File: config.mk
export PLATFORM = sky130hd
export DESIGN_NAME = sdrct_top
export DESIGN_NICKNAME = d
export VERILOG_FILES = /design/src/verilog/sdrct_pkg.sv /design/src/verilog/sdrct_burst_addr.sv /design/src/verilog/sdrct_apb_regs.sv /design/src/verilog/sdrct_top.sv
export SDC_FILE = /design/constraint.sdc
export NUM_CORES = 2
export LEC_CHECK = 0
export ABC_AREA = 1
export BUFFER_PORTS_ARGS = -buffer_cell sky130_fd_sc_hd__buf_2
export CORE_ASPECT_RATIO = 1.75
export CORE_UTILIZATION = 55
export DETAILED_ROUTE_END_ITERATION = 10
export PLACE_DENSITY = 0.76
export SKIP_CTS_REPAIR_TIMING = 1
export SYNTH_ARGS = -nofsm -noshare
export SYNTH_HDL_FRONTEND = slang
export SYNTH_SLANG_ARGS = --single-unit
File: constraint.sdc
create_clock -name pclk -period 4.9 [get_ports pclk]
set_clock_uncertainty 0.2 [all_clocks]
set_input_delay 0 -clock pclk [delete_from_list [all_inputs] [get_ports pclk]]
set_output_delay 0 -clock pclk [all_outputs]
set_load 0.005 [all_outputs]
File: src/verilog/sdrct_pkg.sv
// Purpose: shared constants, types and register map of the sdram core
// Assumes: one clock, pins sampled on its rising edge
// Notes:   storage is a small flop window, not the full array

// ==========================================================
// package
package sdrct_pkg;

	// ==========================================================
	// geometry
	localparam int DATA_W    = 16;
	localparam int ADDR_W    = 12;
	localparam int COL_W     = 8;
	localparam int NBANK     = 4;
	localparam int LANES     = 2;
	localparam int MEM_ROW_W = 2;
	localparam int MEM_COL_W = 4;
	localparam int MEM_IDX_W = 8;
	localparam int MEM_DEPTH = 256;
	localparam int APB_AW    = 8;

	// ==========================================================
	// mode register fields
	localparam int MODE_BLEN_LSB    = 0;
	localparam int MODE_BTYPE_BIT   = 3;
	localparam int MODE_LAT_LSB     = 4;
	localparam int MODE_WSINGLE_BIT = 9;
	localparam int AUTO_PRE_BIT     = 10;
	localparam logic [2:0]  LAT_CODE_3     = 3'h3;
	localparam logic [2:0]  BLEN_CODE_1    = 3'h0;
	localparam logic [2:0]  BLEN_CODE_2    = 3'h1;
	localparam logic [2:0]  BLEN_CODE_4    = 3'h2;
	localparam logic [2:0]  BLEN_CODE_8    = 3'h3;
	localparam logic [2:0]  BLEN_CODE_FULL = 3'h7;
	localparam logic [11:0] MODE_RESET     = 12'h020;

	// ==========================================================
	// register map
	localparam logic [7:0] REG_STATUS  = 8'h00;
	localparam logic [7:0] REG_CTRL    = 8'h04;
	localparam logic [7:0] REG_REFCNT  = 8'h08;
	localparam int         CTRL_WP_BIT = 0;
	localparam logic       CTRL_WP_RESET = 1'h0;
	localparam logic [15:0] REFCNT_RESET = 16'h0000;

	// ==========================================================
	// types
	typedef enum logic [3:0] {
		CMD_NOP, CMD_MODE, CMD_REFRESH, CMD_SELF_ENTER, CMD_ACT,
		CMD_READ, CMD_WRITE, CMD_STOP, CMD_PRE
	} sdrct_cmd_e;

	typedef enum logic [1:0] {
		PWR_ACTIVE, PWR_DOWN, PWR_SELF
	} sdrct_pwr_e;

	typedef struct packed {
		logic              chip_select_n;
		logic              row_strobe_n;
		logic              column_strobe_n;
		logic              write_strobe_n;
		logic              bank_select_hi;
		logic              bank_select_lo;
		logic [ADDR_W-1:0] addr;
	} sdrct_pins_s;

	typedef struct packed {
		logic              self_refresh;
		logic              power_down;
		logic              burst_read;
		logic              burst_write;
		logic [NBANK-1:0]  bank_open;
		logic [ADDR_W-1:0] mode;
	} sdrct_status_s;

endpackage // sdrct_pkg

File: src/verilog/sdrct_burst_addr.sv
// Purpose: column of the current beat of a burst
// Assumes: start column, beat count and length code held by the caller
// Notes:   full page wraps over all columns and never ends on its own

// ==========================================================
// burst address generator
module sdrct_burst_addr
	import sdrct_pkg::*;
(
	input  wire logic [COL_W-1:0] start_col,   // column latched with command
	input  wire logic [COL_W-1:0] beat,        // beat number in burst
	input  wire logic [2:0]       blen_code,   // burst length code
	input  wire logic             interleave,  // burst type select
	output logic      [COL_W-1:0] col,         // column of this beat
	output logic                  last         // this beat ends burst
);

	logic [COL_W-1:0] wrap_mask;
	logic             full_page;
	logic [COL_W-1:0] offset;

	// wrap boundary from length code; reserved codes act as one word
	always_comb begin
		full_page = (blen_code == BLEN_CODE_FULL);
		case (blen_code)
			BLEN_CODE_1:    wrap_mask = 8'h00;
			BLEN_CODE_2:    wrap_mask = 8'h01;
			BLEN_CODE_4:    wrap_mask = 8'h03;
			BLEN_CODE_8:    wrap_mask = 8'h07;
			BLEN_CODE_FULL: wrap_mask = 8'hff;
			default:        wrap_mask = 8'h00;
		endcase
		// order select
		// interleave only exists for short bursts, full page is sequential
		if (interleave && !full_page)
			offset = start_col ^ beat;
		else
			offset = 8'(start_col + beat);
		col = (start_col & ~wrap_mask) | (offset & wrap_mask);
		last = !full_page && (beat == wrap_mask);
	end

endmodule // sdrct_burst_addr

File: src/verilog/sdrct_apb_regs.sv
// Purpose: apb slave with status, control and refresh counter
// Assumes: zero wait state, one access cycle per transfer
// Notes:   unmapped offsets answer with pslverr and zero data

// ==========================================================
// apb register file
module sdrct_apb_regs
	import sdrct_pkg::*;
(
	input  wire logic              pclk,          // bus clock
	input  wire logic              presetn,       // async reset, low
	input  wire logic              psel,          // slave select
	input  wire logic              penable,       // access phase
	input  wire logic              pwrite,        // write direction
	input  wire logic [APB_AW-1:0] paddr,         // byte address
	input  wire logic [31:0]       pwdata,        // write data
	output logic      [31:0]       prdata,        // read data
	output logic                   pready,        // transfer done
	output logic                   pslverr,       // unmapped address
	input  wire sdrct_status_s     status,        // core state
	input  wire logic              refresh_pulse, // one auto refresh
	output logic                   write_protect  // drop array writes
);

	logic [31:0] prdata_ff, nxt_prdata;
	logic        pready_ff, nxt_pready;
	logic        pslverr_ff, nxt_pslverr;
	logic        wp_ff, nxt_wp;
	logic [15:0] refcnt_ff, nxt_refcnt;
	logic        setup;
	logic        access;

	// decode in setup, answer in the single access cycle
	always_comb begin
		setup       = psel && !penable;
		access      = psel && penable && pready_ff;
		nxt_pready  = setup;
		nxt_prdata  = 32'h0000_0000;
		nxt_pslverr = 1'h0;
		nxt_wp      = wp_ff;
		nxt_refcnt  = refcnt_ff;
		if (refresh_pulse)
			nxt_refcnt = 16'(refcnt_ff + 16'h0001);
		if (setup) begin
			case (paddr)
				REG_STATUS: nxt_prdata = 32'(status);
				REG_CTRL:   nxt_prdata = 32'(wp_ff);
				REG_REFCNT: nxt_prdata = 32'(refcnt_ff);
				default:    nxt_pslverr = 1'h1;
			endcase
			if (pwrite)
				nxt_prdata = 32'h0000_0000;
		end
		// writes land only on the edge that completes the transfer
		if (access && pwrite && paddr == REG_CTRL)
			nxt_wp = pwdata[CTRL_WP_BIT];
	end

	// register stage
	always_ff @(posedge pclk or negedge presetn) begin
		if (!presetn) begin
			prdata_ff  <= 32'h0000_0000;
			pready_ff  <= 1'h0;
			pslverr_ff <= 1'h0;
			wp_ff      <= CTRL_WP_RESET;
			refcnt_ff  <= REFCNT_RESET;
		end else begin
			prdata_ff  <= nxt_prdata;
			pready_ff  <= nxt_pready;
			pslverr_ff <= nxt_pslverr;
			wp_ff      <= nxt_wp;
			refcnt_ff  <= nxt_refcnt;
		end
	end

	assign prdata        = prdata_ff;
	assign pready        = pready_ff;
	assign pslverr       = pslverr_ff;
	assign write_protect = wp_ff;

endmodule // sdrct_apb_regs

File: src/verilog/sdrct_top.sv
// Purpose: synchronous dram command, burst and data path core
// Assumes: pins synchronous to pclk; controller honours its spacings
// Notes:   array is a flop window indexed by bank, row and column bits
//
// The implementer's own choices: the APB register port and the register addresses.

// ==========================================================
// top
module sdrct_top
	import sdrct_pkg::*;
(
	input  wire logic              pclk,       // system clock
	input  wire logic              presetn,    // async reset, low
	input  wire logic              psel,       // apb select
	input  wire logic              penable,    // apb access phase
	input  wire logic              pwrite,     // apb write
	input  wire logic [APB_AW-1:0] paddr,      // apb byte address
	input  wire logic [31:0]       pwdata,     // apb write data
	output logic      [31:0]       prdata,     // apb read data
	output logic                   pready,     // apb ready
	output logic                   pslverr,    // apb error
	input  wire sdrct_pins_s       cmd_pins,   // select, strobes, address
	input  wire logic              clock_gate, // internal clock gate
	input  wire logic [LANES-1:0]  byte_mask,  // per byte mask
	input  wire logic [DATA_W-1:0] data_in,    // data pins, input side
	output logic      [DATA_W-1:0] data_out,   // data pins, output side
	output logic      [LANES-1:0]  data_oe     // per byte drive enable
);

	// ==========================================================
	// declarations
	sdrct_cmd_e           cmd;
	sdrct_pwr_e           pwr_ff, nxt_pwr;
	sdrct_status_s        status;
	logic                 cke_prev_ff, active, sel;
	logic [LANES-1:0]     mask_d1_ff;
	logic [1:0]           bank;
	logic [ADDR_W-1:0]    mode_ff, nxt_mode;
	logic                 lat3, interleave;
	logic [2:0]           rd_blen, wr_blen;
	logic                 burst_rd_ff, nxt_burst_rd;
	logic                 burst_wr_ff, nxt_burst_wr;
	logic [COL_W-1:0]     cnt_ff, nxt_cnt, start_ff, nxt_start, gcol;
	logic [1:0]           bbank_ff, nxt_bbank;
	logic [2:0]           blen_ff, nxt_blen;
	logic                 ap_ff, nxt_ap, glast;
	logic [NBANK-1:0]     close_req, bank_open;
	logic [ADDR_W-1:0]    bank_row [NBANK];
	logic [MEM_IDX_W-1:0] wr_idx, rd_idx;
	logic                 wr_go, write_protect;
	logic [LANES-1:0]     mem_we;
	logic [DATA_W-1:0]    rd_word;
	logic                 pipe_vld_ff, nxt_pipe_vld;
	logic [DATA_W-1:0]    pipe_data_ff, nxt_pipe_data;
	logic                 out_vld_ff, nxt_out_vld;
	logic [DATA_W-1:0]    data_out_ff, nxt_data_out;
	logic [LANES-1:0]     data_oe_ff, nxt_data_oe;

	// ==========================================================
	// command decode
	// deselect masks decode
	// gate and mask stay live while deselected; only decode is blocked
	always_comb begin
		active = cke_prev_ff;
		sel    = active && !cmd_pins.chip_select_n;
		bank   = {cmd_pins.bank_select_hi, cmd_pins.bank_select_lo};
		cmd    = CMD_NOP;
		if (sel) begin
			case ({cmd_pins.row_strobe_n, cmd_pins.column_strobe_n,
			       cmd_pins.write_strobe_n})
				3'h0:    cmd = CMD_MODE;
				3'h1:    cmd = clock_gate ? CMD_REFRESH : CMD_SELF_ENTER;
				3'h2:    cmd = CMD_PRE;
				3'h3:    cmd = CMD_ACT;
				3'h4:    cmd = CMD_WRITE;
				3'h5:    cmd = CMD_READ;
				3'h6:    cmd = CMD_STOP;
				default: cmd = CMD_NOP;
			endcase
		end
	end

	// ==========================================================
	// mode register and pin sampling
	// mode load latches options
	// reserved bits are stored as given and decoded nowhere
	always_comb begin
		nxt_mode   = (cmd == CMD_MODE) ? cmd_pins.addr : mode_ff;
		lat3       = (mode_ff[MODE_LAT_LSB +: 3] == LAT_CODE_3);
		interleave = mode_ff[MODE_BTYPE_BIT];
		rd_blen    = mode_ff[MODE_BLEN_LSB +: 3];
		wr_blen    = mode_ff[MODE_WSINGLE_BIT] ? BLEN_CODE_1 : rd_blen;
	end

	always_ff @(posedge pclk or negedge presetn) begin
		if (!presetn) begin
			mode_ff     <= MODE_RESET;
			cke_prev_ff <= 1'h0;
			mask_d1_ff  <= 2'h0;
		end else begin
			mode_ff     <= nxt_mode;
			cke_prev_ff <= clock_gate;
			mask_d1_ff  <= byte_mask;
		end
	end

	// ==========================================================
	// burst engine
	sdrct_burst_addr u_burst_addr (
		.start_col  (start_ff),
		.beat       (cnt_ff),
		.blen_code  (blen_ff),
		.interleave (interleave),
		.col        (gcol),
		.last       (glast)
	);

	// a new column command overrides any burst in flight
	always_comb begin
		nxt_burst_rd = burst_rd_ff;
		nxt_burst_wr = burst_wr_ff;
		nxt_cnt      = cnt_ff;
		nxt_start    = start_ff;
		nxt_bbank    = bbank_ff;
		nxt_blen     = blen_ff;
		nxt_ap       = ap_ff;
		close_req    = 4'h0;
		if (active) begin
			if (burst_rd_ff || burst_wr_ff) begin
				if (glast) begin
					nxt_burst_rd = 1'h0;
					nxt_burst_wr = 1'h0;
					close_req[bbank_ff] = ap_ff;
				end else begin
					nxt_cnt = 8'(cnt_ff + 8'h01);
				end
			end
			case (cmd)
				CMD_READ, CMD_WRITE: begin
					nxt_start    = cmd_pins.addr[COL_W-1:0];
					nxt_bbank    = bank;
					nxt_ap       = cmd_pins.addr[AUTO_PRE_BIT];
					nxt_burst_rd = (cmd == CMD_READ);
					nxt_blen     = (cmd == CMD_READ) ? rd_blen : wr_blen;
					nxt_cnt      = (cmd == CMD_READ) ? 8'h00 : 8'h01;
					nxt_burst_wr = (cmd == CMD_WRITE) && (wr_blen != BLEN_CODE_1);
					if (cmd == CMD_WRITE && wr_blen == BLEN_CODE_1)
						close_req[bank] = cmd_pins.addr[AUTO_PRE_BIT];
				end
				CMD_STOP: begin
					nxt_burst_rd = 1'h0;
					nxt_burst_wr = 1'h0;
				end
				CMD_PRE: begin
					if (cmd_pins.addr[AUTO_PRE_BIT] || bank == bbank_ff) begin
						nxt_burst_rd = 1'h0;
						nxt_burst_wr = 1'h0;
					end
				end
				default: ;
			endcase
		end
	end

	// register stage
	always_ff @(posedge pclk or negedge presetn) begin
		if (!presetn) begin
			burst_rd_ff <= 1'h0;
			burst_wr_ff <= 1'h0;
			cnt_ff      <= 8'h00;
			start_ff    <= 8'h00;
			bbank_ff    <= 2'h0;
			blen_ff     <= BLEN_CODE_1;
			ap_ff       <= 1'h0;
		end else begin
			burst_rd_ff <= nxt_burst_rd;
			burst_wr_ff <= nxt_burst_wr;
			cnt_ff      <= nxt_cnt;
			start_ff    <= nxt_start;
			bbank_ff    <= nxt_bbank;
			blen_ff     <= nxt_blen;
			ap_ff       <= nxt_ap;
		end
	end

	// ==========================================================
	// bank rows
	for (genvar b = 0; b < NBANK; b++) begin : g_bank
		logic              open_ff, nxt_open;
		logic [ADDR_W-1:0] row_ff, nxt_row;
		always_comb begin
			nxt_open = open_ff;
			nxt_row  = row_ff;
			if (cmd == CMD_ACT && bank == 2'(b)) begin
				nxt_open = 1'h1;
				nxt_row  = cmd_pins.addr;
			end else if (cmd == CMD_PRE &&
			             (cmd_pins.addr[AUTO_PRE_BIT] || bank == 2'(b))) begin
				nxt_open = 1'h0;
			end else if (close_req[b]) begin
				nxt_open = 1'h0;
			end
		end
		always_ff @(posedge pclk or negedge presetn) begin
			if (!presetn) begin
				open_ff <= 1'h0;
				row_ff  <= 12'h000;
			end else begin
				open_ff <= nxt_open;
				row_ff  <= nxt_row;
			end
		end
		assign bank_open[b] = open_ff;
		assign bank_row[b]  = row_ff;
	end

	// ==========================================================
	// storage window
	// only the low row and column bits address storage, so rows alias
	always_comb begin
		rd_idx = {bbank_ff, bank_row[bbank_ff][MEM_ROW_W-1:0],
		          gcol[MEM_COL_W-1:0]};
		wr_idx = rd_idx;
		if (cmd == CMD_WRITE)
			wr_idx = {bank, bank_row[bank][MEM_ROW_W-1:0],
			          cmd_pins.addr[MEM_COL_W-1:0]};
		wr_go = active && !write_protect && ((cmd == CMD_WRITE) ||
		        (burst_wr_ff && cmd != CMD_READ && cmd != CMD_STOP &&
		         cmd != CMD_PRE));
		mem_we = {LANES{wr_go}} & ~byte_mask;
	end

	for (genvar l = 0; l < LANES; l++) begin : g_lane
		logic [7:0] lane_ff [MEM_DEPTH];
		always_ff @(posedge pclk) begin
			if (mem_we[l])
				lane_ff[wr_idx] <= data_in[8*l +: 8];
		end
		assign rd_word[8*l +: 8] = lane_ff[rd_idx];
	end

	// ==========================================================
	// read data path
	// latency three adds one stage; gated cycles hold every stage
	always_comb begin
		nxt_pipe_vld  = pipe_vld_ff;
		nxt_pipe_data = pipe_data_ff;
		nxt_out_vld   = out_vld_ff;
		nxt_data_out  = data_out_ff;
		nxt_data_oe   = data_oe_ff;
		if (active) begin
			nxt_pipe_vld  = burst_rd_ff;
			nxt_pipe_data = rd_word;
			nxt_out_vld   = lat3 ? pipe_vld_ff : burst_rd_ff;
			nxt_data_out  = lat3 ? pipe_data_ff : rd_word;
			nxt_data_oe   = {LANES{nxt_out_vld}} & ~mask_d1_ff;
		end
	end

	// register stage
	always_ff @(posedge pclk or negedge presetn) begin
		if (!presetn) begin
			pipe_vld_ff  <= 1'h0;
			pipe_data_ff <= 16'h0000;
			out_vld_ff   <= 1'h0;
			data_out_ff  <= 16'h0000;
			data_oe_ff   <= 2'h0;
		end else begin
			pipe_vld_ff  <= nxt_pipe_vld;
			pipe_data_ff <= nxt_pipe_data;
			out_vld_ff   <= nxt_out_vld;
			data_out_ff  <= nxt_data_out;
			data_oe_ff   <= nxt_data_oe;
		end
	end

	assign data_out = data_out_ff;
	assign data_oe  = data_oe_ff;

	// ==========================================================
	// power state
	// gate low enters low power when all banks are closed and no burst runs, or on self refresh entry
	always_comb begin
		nxt_pwr = pwr_ff;
		case (pwr_ff)
			PWR_ACTIVE: begin
				if (active && !clock_gate) begin
					if (cmd == CMD_SELF_ENTER)
						nxt_pwr = PWR_SELF;
					else if (bank_open == 4'h0 && !burst_rd_ff && !burst_wr_ff)
						nxt_pwr = PWR_DOWN;
				end
			end
			PWR_DOWN, PWR_SELF: begin
				if (clock_gate)
					nxt_pwr = PWR_ACTIVE;
			end
			default: nxt_pwr = PWR_ACTIVE;
		endcase
	end

	always_ff @(posedge pclk or negedge presetn) begin
		if (!presetn)
			pwr_ff <= PWR_ACTIVE;
		else
			pwr_ff <= nxt_pwr;
	end

	// ==========================================================
	// register file
	always_comb begin
		status.self_refresh = (pwr_ff == PWR_SELF);
		status.power_down   = (pwr_ff == PWR_DOWN);
		status.burst_read   = burst_rd_ff;
		status.burst_write  = burst_wr_ff;
		status.bank_open    = bank_open;
		status.mode         = mode_ff;
	end

	sdrct_apb_regs u_regs (
		.pclk          (pclk),
		.presetn       (presetn),
		.psel          (psel),
		.penable       (penable),
		.pwrite        (pwrite),
		.paddr         (paddr),
		.pwdata        (pwdata),
		.prdata        (prdata),
		.pready        (pready),
		.pslverr       (pslverr),
		.status        (status),
		.refresh_pulse (cmd == CMD_REFRESH),
		.write_protect (write_protect)
	);
endmodule // sdrct_top

* Word-level counts from Yosys, hierarchy flattened
Memory sizes are Yosys's and may differ from the RTL's.
Cells that the tools add are included.
W data, S select, Z words.
** Storage, ports and cells
- Word-level logic and storage cells :: 211
- Output and inout bits :: 52
- ROM bits :: 0
- Memories :: 2
- Latch bits :: 0
- Memory bits (writable) :: 4096
- Register bits :: 175
- Input bits :: 82
** Memories
- g_lane[0].lane_ff :: words 256, width 8, rd ports 1, clocked after memory_dff 0, write ports 1, RTL line sdrct_top.sv:234 : logic [7:0] lane_ff [MEM_DEPTH];
- g_lane[1].lane_ff :: words 256, width 8, rd ports 1, clocked after memory_dff 0, write ports 1, RTL line sdrct_top.sv:234
** Cells by class
- $lt $le $gt $ge :: 6
- Divide/modulo/power cells :: 0
- Add/sub/neg operators :: 3
- Equality and inequality tests :: 35
- Shifts and indexed selects :: 0
- Multipliers :: 0
- Muxes and demuxes :: 65
- Bitwise operators :: 12
- Reductions and logical operators :: 60
** Operator list (count)
- $pmux W20 S3 :: 1
- $bmux W12 S2 :: 2
- $mux W32 :: 1
- $mux W4 :: 8
- $mux W8 :: 4
- $pmux W8 S4 :: 1
- $mux W1 :: 29
- $logic_and A1 B1 Y1 :: 28
- $pmux W4 S7 :: 1
- $mux W20 :: 1
- $add A16 B1 Y16 const B :: 1
- $eq A4 B3 Y1 const B :: 4
- $mux W16 :: 1
- $mux W2 :: 8
- $eq A3 B2 Y1 const B :: 5
- $reduce_bool A3 Y1 :: 5
- $and A4 B4 Y4 :: 3
- $eq A3 B3 Y1 const B :: 4
- $add A8 B1 Y8 const B :: 1
- $eq A4 B2 Y1 const B :: 2
- $eq A8 B3 Y1 const B :: 1
- $eq A8 B4 Y1 const B :: 1
- $eq A8 B8 Y1 :: 1
- $logic_not A8 Y1 :: 1
- other kinds (36) :: 67

* Logic depth before layout (Yosys ltp)
- Depth after elaboration :: 15
- Gate-level depth with buffers :: 21
- Gate-level depth less buffers :: 18

* By module
A second synthesis with hierarchy kept.
** Second synthesis, totals
- Cell total of the unflattened synthesis :: 14953
- Area, all modules :: 173527.7 sq um
** By module, submodules not included
- sdrct_top :: times used 1, seq. area each 125201.3 sq um, area an instance 170932.7 sq um, cells each 14615
- sdrct_apb_regs :: times used 1, seq. area each 975.9 sq um, area an instance 2028.2 sq um, cells each 234
- sdrct_burst_addr :: times used 1, seq. area each 0.0 sq um, area an instance 566.8 sq um, cells each 104

* Worst setup path after synthesis
OpenSTA, ideal clock, no wires.
- Path type :: register to register
- Start point :: reg cnt_ff[0]
- End point :: mem g_lane[0].lane_ff[138][0] (enable)
- Path buffers :: 2
- Library setup time :: 0.370 ns
- Arrival :: 2.771 ns
- Slack :: 1.559 ns
- Cell stages (with the launch flop) :: 15
- Required time :: 4.330 ns
- Period minus slack after synthesis :: 3.341 ns
- Cells stage by stage :: dfrtp_1 ha_1 inv_1 fa_1 nand2_1 nand2_1 nand2_1 nand2_2 buf_2 a21boi_2 nand2_2 nor2_4 buf_2 nand2_1 nor2_1
** Between the ends
- Longest elaborated chain between the ends :: 5
- Elaborated cells on any way between the ends :: 6
- Classes of those cells :: 1 x add/sub; 2 x mux; 3 x bitwise
** Ends and longest elaborated chain
- start: declaration :: RTL line sdrct_top.sv:43 : logic [COL_W-1:0] cnt_ff, nxt_cnt, start_ff, nxt_start, gcol;
- start signal: assignment :: RTL line sdrct_top.sv:178 : cnt_ff <= nxt_cnt;
- $add A4 B4 Y4 or $xor A4 B4 Y4 (tied branches) :: RTL line sdrct_burst_addr.sv:38, sdrct_burst_addr.sv:36
- $mux W4 (*) :: RTL line sdrct_burst_addr.sv:35 : if (interleave && !full_page)
- $and A4 B4 Y4 (*) :: RTL line sdrct_burst_addr.sv:39 : col = (start_col & ~wrap_mask) | (offset & wrap_mask);
- $or A4 B4 Y4 (*) :: RTL line sdrct_burst_addr.sv:39
- $mux W8 (*) :: RTL line sdrct_top.sv:224 : if (cmd == CMD_WRITE)
- end: declaration :: RTL line sdrct_top.sv:234
Mark *: on every way between the ends. The rest lies on a longest branch, timed or not.

* Final worst setup path
- Start point :: reg cke_prev_ff, in the netlist active
- End point :: mem g_lane[0].lane_ff[152][4] (enable)
** Between the ends
- Longest elaborated chain between the ends :: 11
- Elaborated cells on any way between the ends :: 16
- Classes of those cells :: 4 x eq/ne; 4 x mux; 1 x bitwise; 7 x reduce/logical
** Ends and longest elaborated chain
- start: declaration :: RTL line sdrct_top.sv:35 : logic cke_prev_ff, active, sel;
- start signal: assignment :: RTL line sdrct_top.sv:102 : cke_prev_ff <= clock_gate;
- $logic_and A1 B1 Y1 :: RTL line sdrct_top.sv:65 : sel = active && !cmd_pins.chip_select_n;
- $mux W4 :: RTL line sdrct_top.sv:68 : if (sel) begin
- $ne A4 B3 Y1 :: RTL line sdrct_top.sv:228 : (burst_wr_ff && cmd != CMD_READ && cmd != CMD_STOP &&
- $logic_and A1 B1 Y1 (3 in series) :: RTL line sdrct_top.sv:228
- $logic_or A1 B1 Y1 :: RTL line sdrct_top.sv:227 : wr_go = active && !write_protect && ((cmd == CMD_WRITE) ||
- $logic_and A1 B1 Y1 :: RTL line sdrct_top.sv:227
- $and A2 B2 Y2 :: RTL line sdrct_top.sv:230 : mem_we = {LANES{wr_go}} & ~byte_mask;
- $mux W1 :: RTL line sdrct_top.sv:236 : if (mem_we[l])
- $mux W1 (not written as such) :: RTL line sdrct_top.sv:237 : lane_ff[wr_idx] <= data_in[8*l +: 8];
Parallel ways exist; a longest one is shown, timed or not.

==> results by group <==
Critical path
  • Crit path required time: 5.24 ns
  • Category of the worst setup path launch point: flip-flop
  • CP Class: flip-flop to flip-flop
  • CP endpoint kind: flip-flop
  • Arr. time, crit path: 5.21 ns
  • Max FO, Critical Path: 16

GRT
  • Antenna violations before repair: 15
  • First-pass GRT wire length: about 740000 um
  • Grt ovf: 0
  • Largest net degree at the start of global routing: roughly 160
  • GRT Total Usage: 31.8%
  • Via count of the first global-routing pass: 116000

Finish
  • Highest-count cells in the layout ignoring fill and taps: nand2_1, nand3_1, edfxtp_1, buf_4, nor2_1
  • Net count, final: ~15000
  • Post-synthesis to final-layout area growth: 12.1%
  • Layout Cells excl Fill: ~20000
  • Layout cells sized above 1: 9.48%
  • Commonest non-fill, non-tap cell in the layout: nand2_1

Power and ir drop
  • Peak supply drop: 606 uV
  • Static Leak: 68.7 nW
  • Total power: about 0.10 W
  • PD cells: 539 nW/um2

Outcome
  • Status: finished with violations
  • Failing checks: negative hold slack

Logic synthesis
  • Register area share after synthesis: slightly above 70%
  • Synthesized instance count: 14900
  • Number of synthesized register bits: approximately 4200
  • Synthesized area per cell: 11.6 um2
  • Top cell type's share of synthesized area: between 70% and 80%
  • Synth cell types: 47
  • Largest cells by area after synthesis: edfxtp_1, nand3_1, nand2_1
  • Synth warn: 0
  • Synth area leader: edfxtp_1
  • EDFF count, synth: 4096
  • Post-Syn Area: 174000 um2
  • Synth Flop Type: edfxtp_1
  • Asr flop ratio synth: 2.92%

Placed design
  • Post-DP HPWL: around 320000 um
  • Buffers on Ports: 90
  • Placer Congestion: 0.961
  • Place WS: 0.136 ns
  • Inst Count DP: 18900

Die
  • I/O Pins: ~130
  • Core Box Area: between 300000 and 400000 um2
  • Die X: 427 um
  • Die area: around 320000 um2
  • Die H: about 750 um
  • Row count: 272
  • Starting Density: a little under three fifths

Route
  • Total number of vias: 121000
  • DRC violations left: 0
  • TritonRoute pass-1 iters: 9
  • Per-cell routed wire length: ~26 um
  • Total wire length: 516000 um
  • Vias/cell: between 6 and 7
  • Iter 0 DRT Violations: 15200
  • Antenna-violating nets left: 0

Timing
  • Slew Limit Fails: 0
  • Worst Max-Slew Pin Slew: 1.44 ns
  • F_max: 0.205 GHz
  • Worst Hold Slack: -0.0280 ns
  • Fin crit share: 99.4%
  • Final WS setup: ~0.028 ns
  • Slew headroom: ~3.5%
  • Setup-failing EPs final: 0
  • RSZ-0062 raised after global routing: no
  • Setup TNS: 0 ns
  • Final Hold Fails: 8
  • Min cycle time layout: 4.87 ns

Clock tree
  • Clock Tree Buf Depth: 4
  • Reg clk slew, reported paths: ~0.07 ns
  • Sink Count: 4219
  • CTS tree: done
  • TritonCTS Buffers: 347
  • H-tree lvl count: 5
  • Skew-Pair Late Insertion Delay: roughly 0.9 ns
  • Clock Root Buffer: clkbuf_16

Run
  • MaxCap Viol Count: 0

Min path
  • Hold Crit Class: input pin to flip-flop
==> cell type report <==
| class | instances | area (um2) |
|---|---|---|
| Antenna cell | 10 | 25.0 |
| Clock buffer | 413 | 9130 |
| Clock inverter | 212 | 2120 |
| Fill cell | 22700 | 119000 |
| Inverter | 167 | 644 |
| Multi-Input combinational cell | 9508 | 41700 |
| Sequential cell | 4219 | 126000 |
| Tap cell | 4110 | 5140 |
| Timing Repair Buffer | 1022 | 9580 |
==> worst max-delay path: stages, from the launching register on <==
cell	delay [ns]
dfrtp_1	0.45
inv_2	0.10
nor2_4	0.19
nand4_2	0.25
buf_4	0.26
o21ai_1	0.91
nand2_1	0.43
nor2_1	0.20
buf_4	0.25
nand2_1	0.11
nor2_1	1.10
==> metal layers <==
layer	wire [um]	share of wire [%]	global-route usage [%]	up-vias
met4	54200	11	27.5	8
met2	255000	49	54.1	7688
met5	93	0.018	0	-
li1	-	-	-	53200
met3	49100	9.5	5.34	1949
met1	158000	31	34.2	57900
==> metrics by stage <==
stage,instance area [um2],hold WS [ns],util (%)
6_report,194000,-0.0280,62.0
3_3_place_gp,182000,-0.0440,58.0
3_5_place_dp,182000,-0.0377,58.0
4_1_cts,193000,-1.00,61.6
5_1_grt,194000,0.00194,62.0
2_1_floorplan,174000,-0.496,-
==> final timing paths <==
kind | startpoint | end | slack (ns) | cells past startpoint
hold reg to reg | u_regs.refcnt_ff[4] | u_regs.refcnt_ff[4] | 0.28 | 1
hold / removal | data_in[4] | g_lane[0].lane_ff[185][4] | -0.03 | 2
min in group asynchronous | presetn | mode_ff[5] | 0.04 | 3
max in group asynchronous | presetn | start_ff[1] | 3.97 | 4
setup reg to reg | active | g_lane[0].lane_ff[152][4] | 0.03 | 10
setup / recovery | active | g_lane[0].lane_ff[152][4] | 0.03 | 10
==> cells by family (layout without fill, tap and decap cells) <==
logic type                 count (synthesis)  count (layout)  synth area share (%)
AOI/OAI and AO/OA                        127             127                 0.433
adders and majority gates                  9               9                0.0692
and+or+nand+nor                         9336            9336                  23.3
buffers and inverters                   1191            1814                  3.40
muxes                                      1               1               0.00649
xor gates and xnor gates                  23              23                 0.116
other                                      1              22               0.00216
DFF                                     4219            4219                  72.7
==> report_power, final <==
part	leakage, nW	internal, W	switching [W]	total, W
Clock	5.49	0.0154	0.0127	0.0281
Sequential	38.3	0.0398	0.000270	0.0401
Combinational	24.8	0.00976	0.0269	0.0367
==> cells in the mapped netlist (22+ instances only) <==
master,instances
o21ai_0,40
nand3_1,4141
buf_4,137
o21ai_1,22
inv_1,162
dfrtp_1,122
buf_1,23
edfxtp_1,4096
nor2_1,630
clkbuf_1,159
xor2_1,23
nand2_1,4511
buf_2,699
o22ai_1,23
==> flip-flops by register name, indices dropped and copies added (netlist names), 2 cells and up <==
register and count:
pwr_ff 2, blen_ff 3, mode_ff 12, u_regs.refcnt_ff 16
pipe_data_ff 16, data_oe 2, start_ff 4, mask_d1_ff 2
g_bank.open_ff 4, g_bank.row_ff 8, g_lane.lane_ff 4096, u_regs.prdata 20
data_out 16, cnt_ff 8, bbank_ff 2
Note: power is estimated with default switching activity, not from simulation.
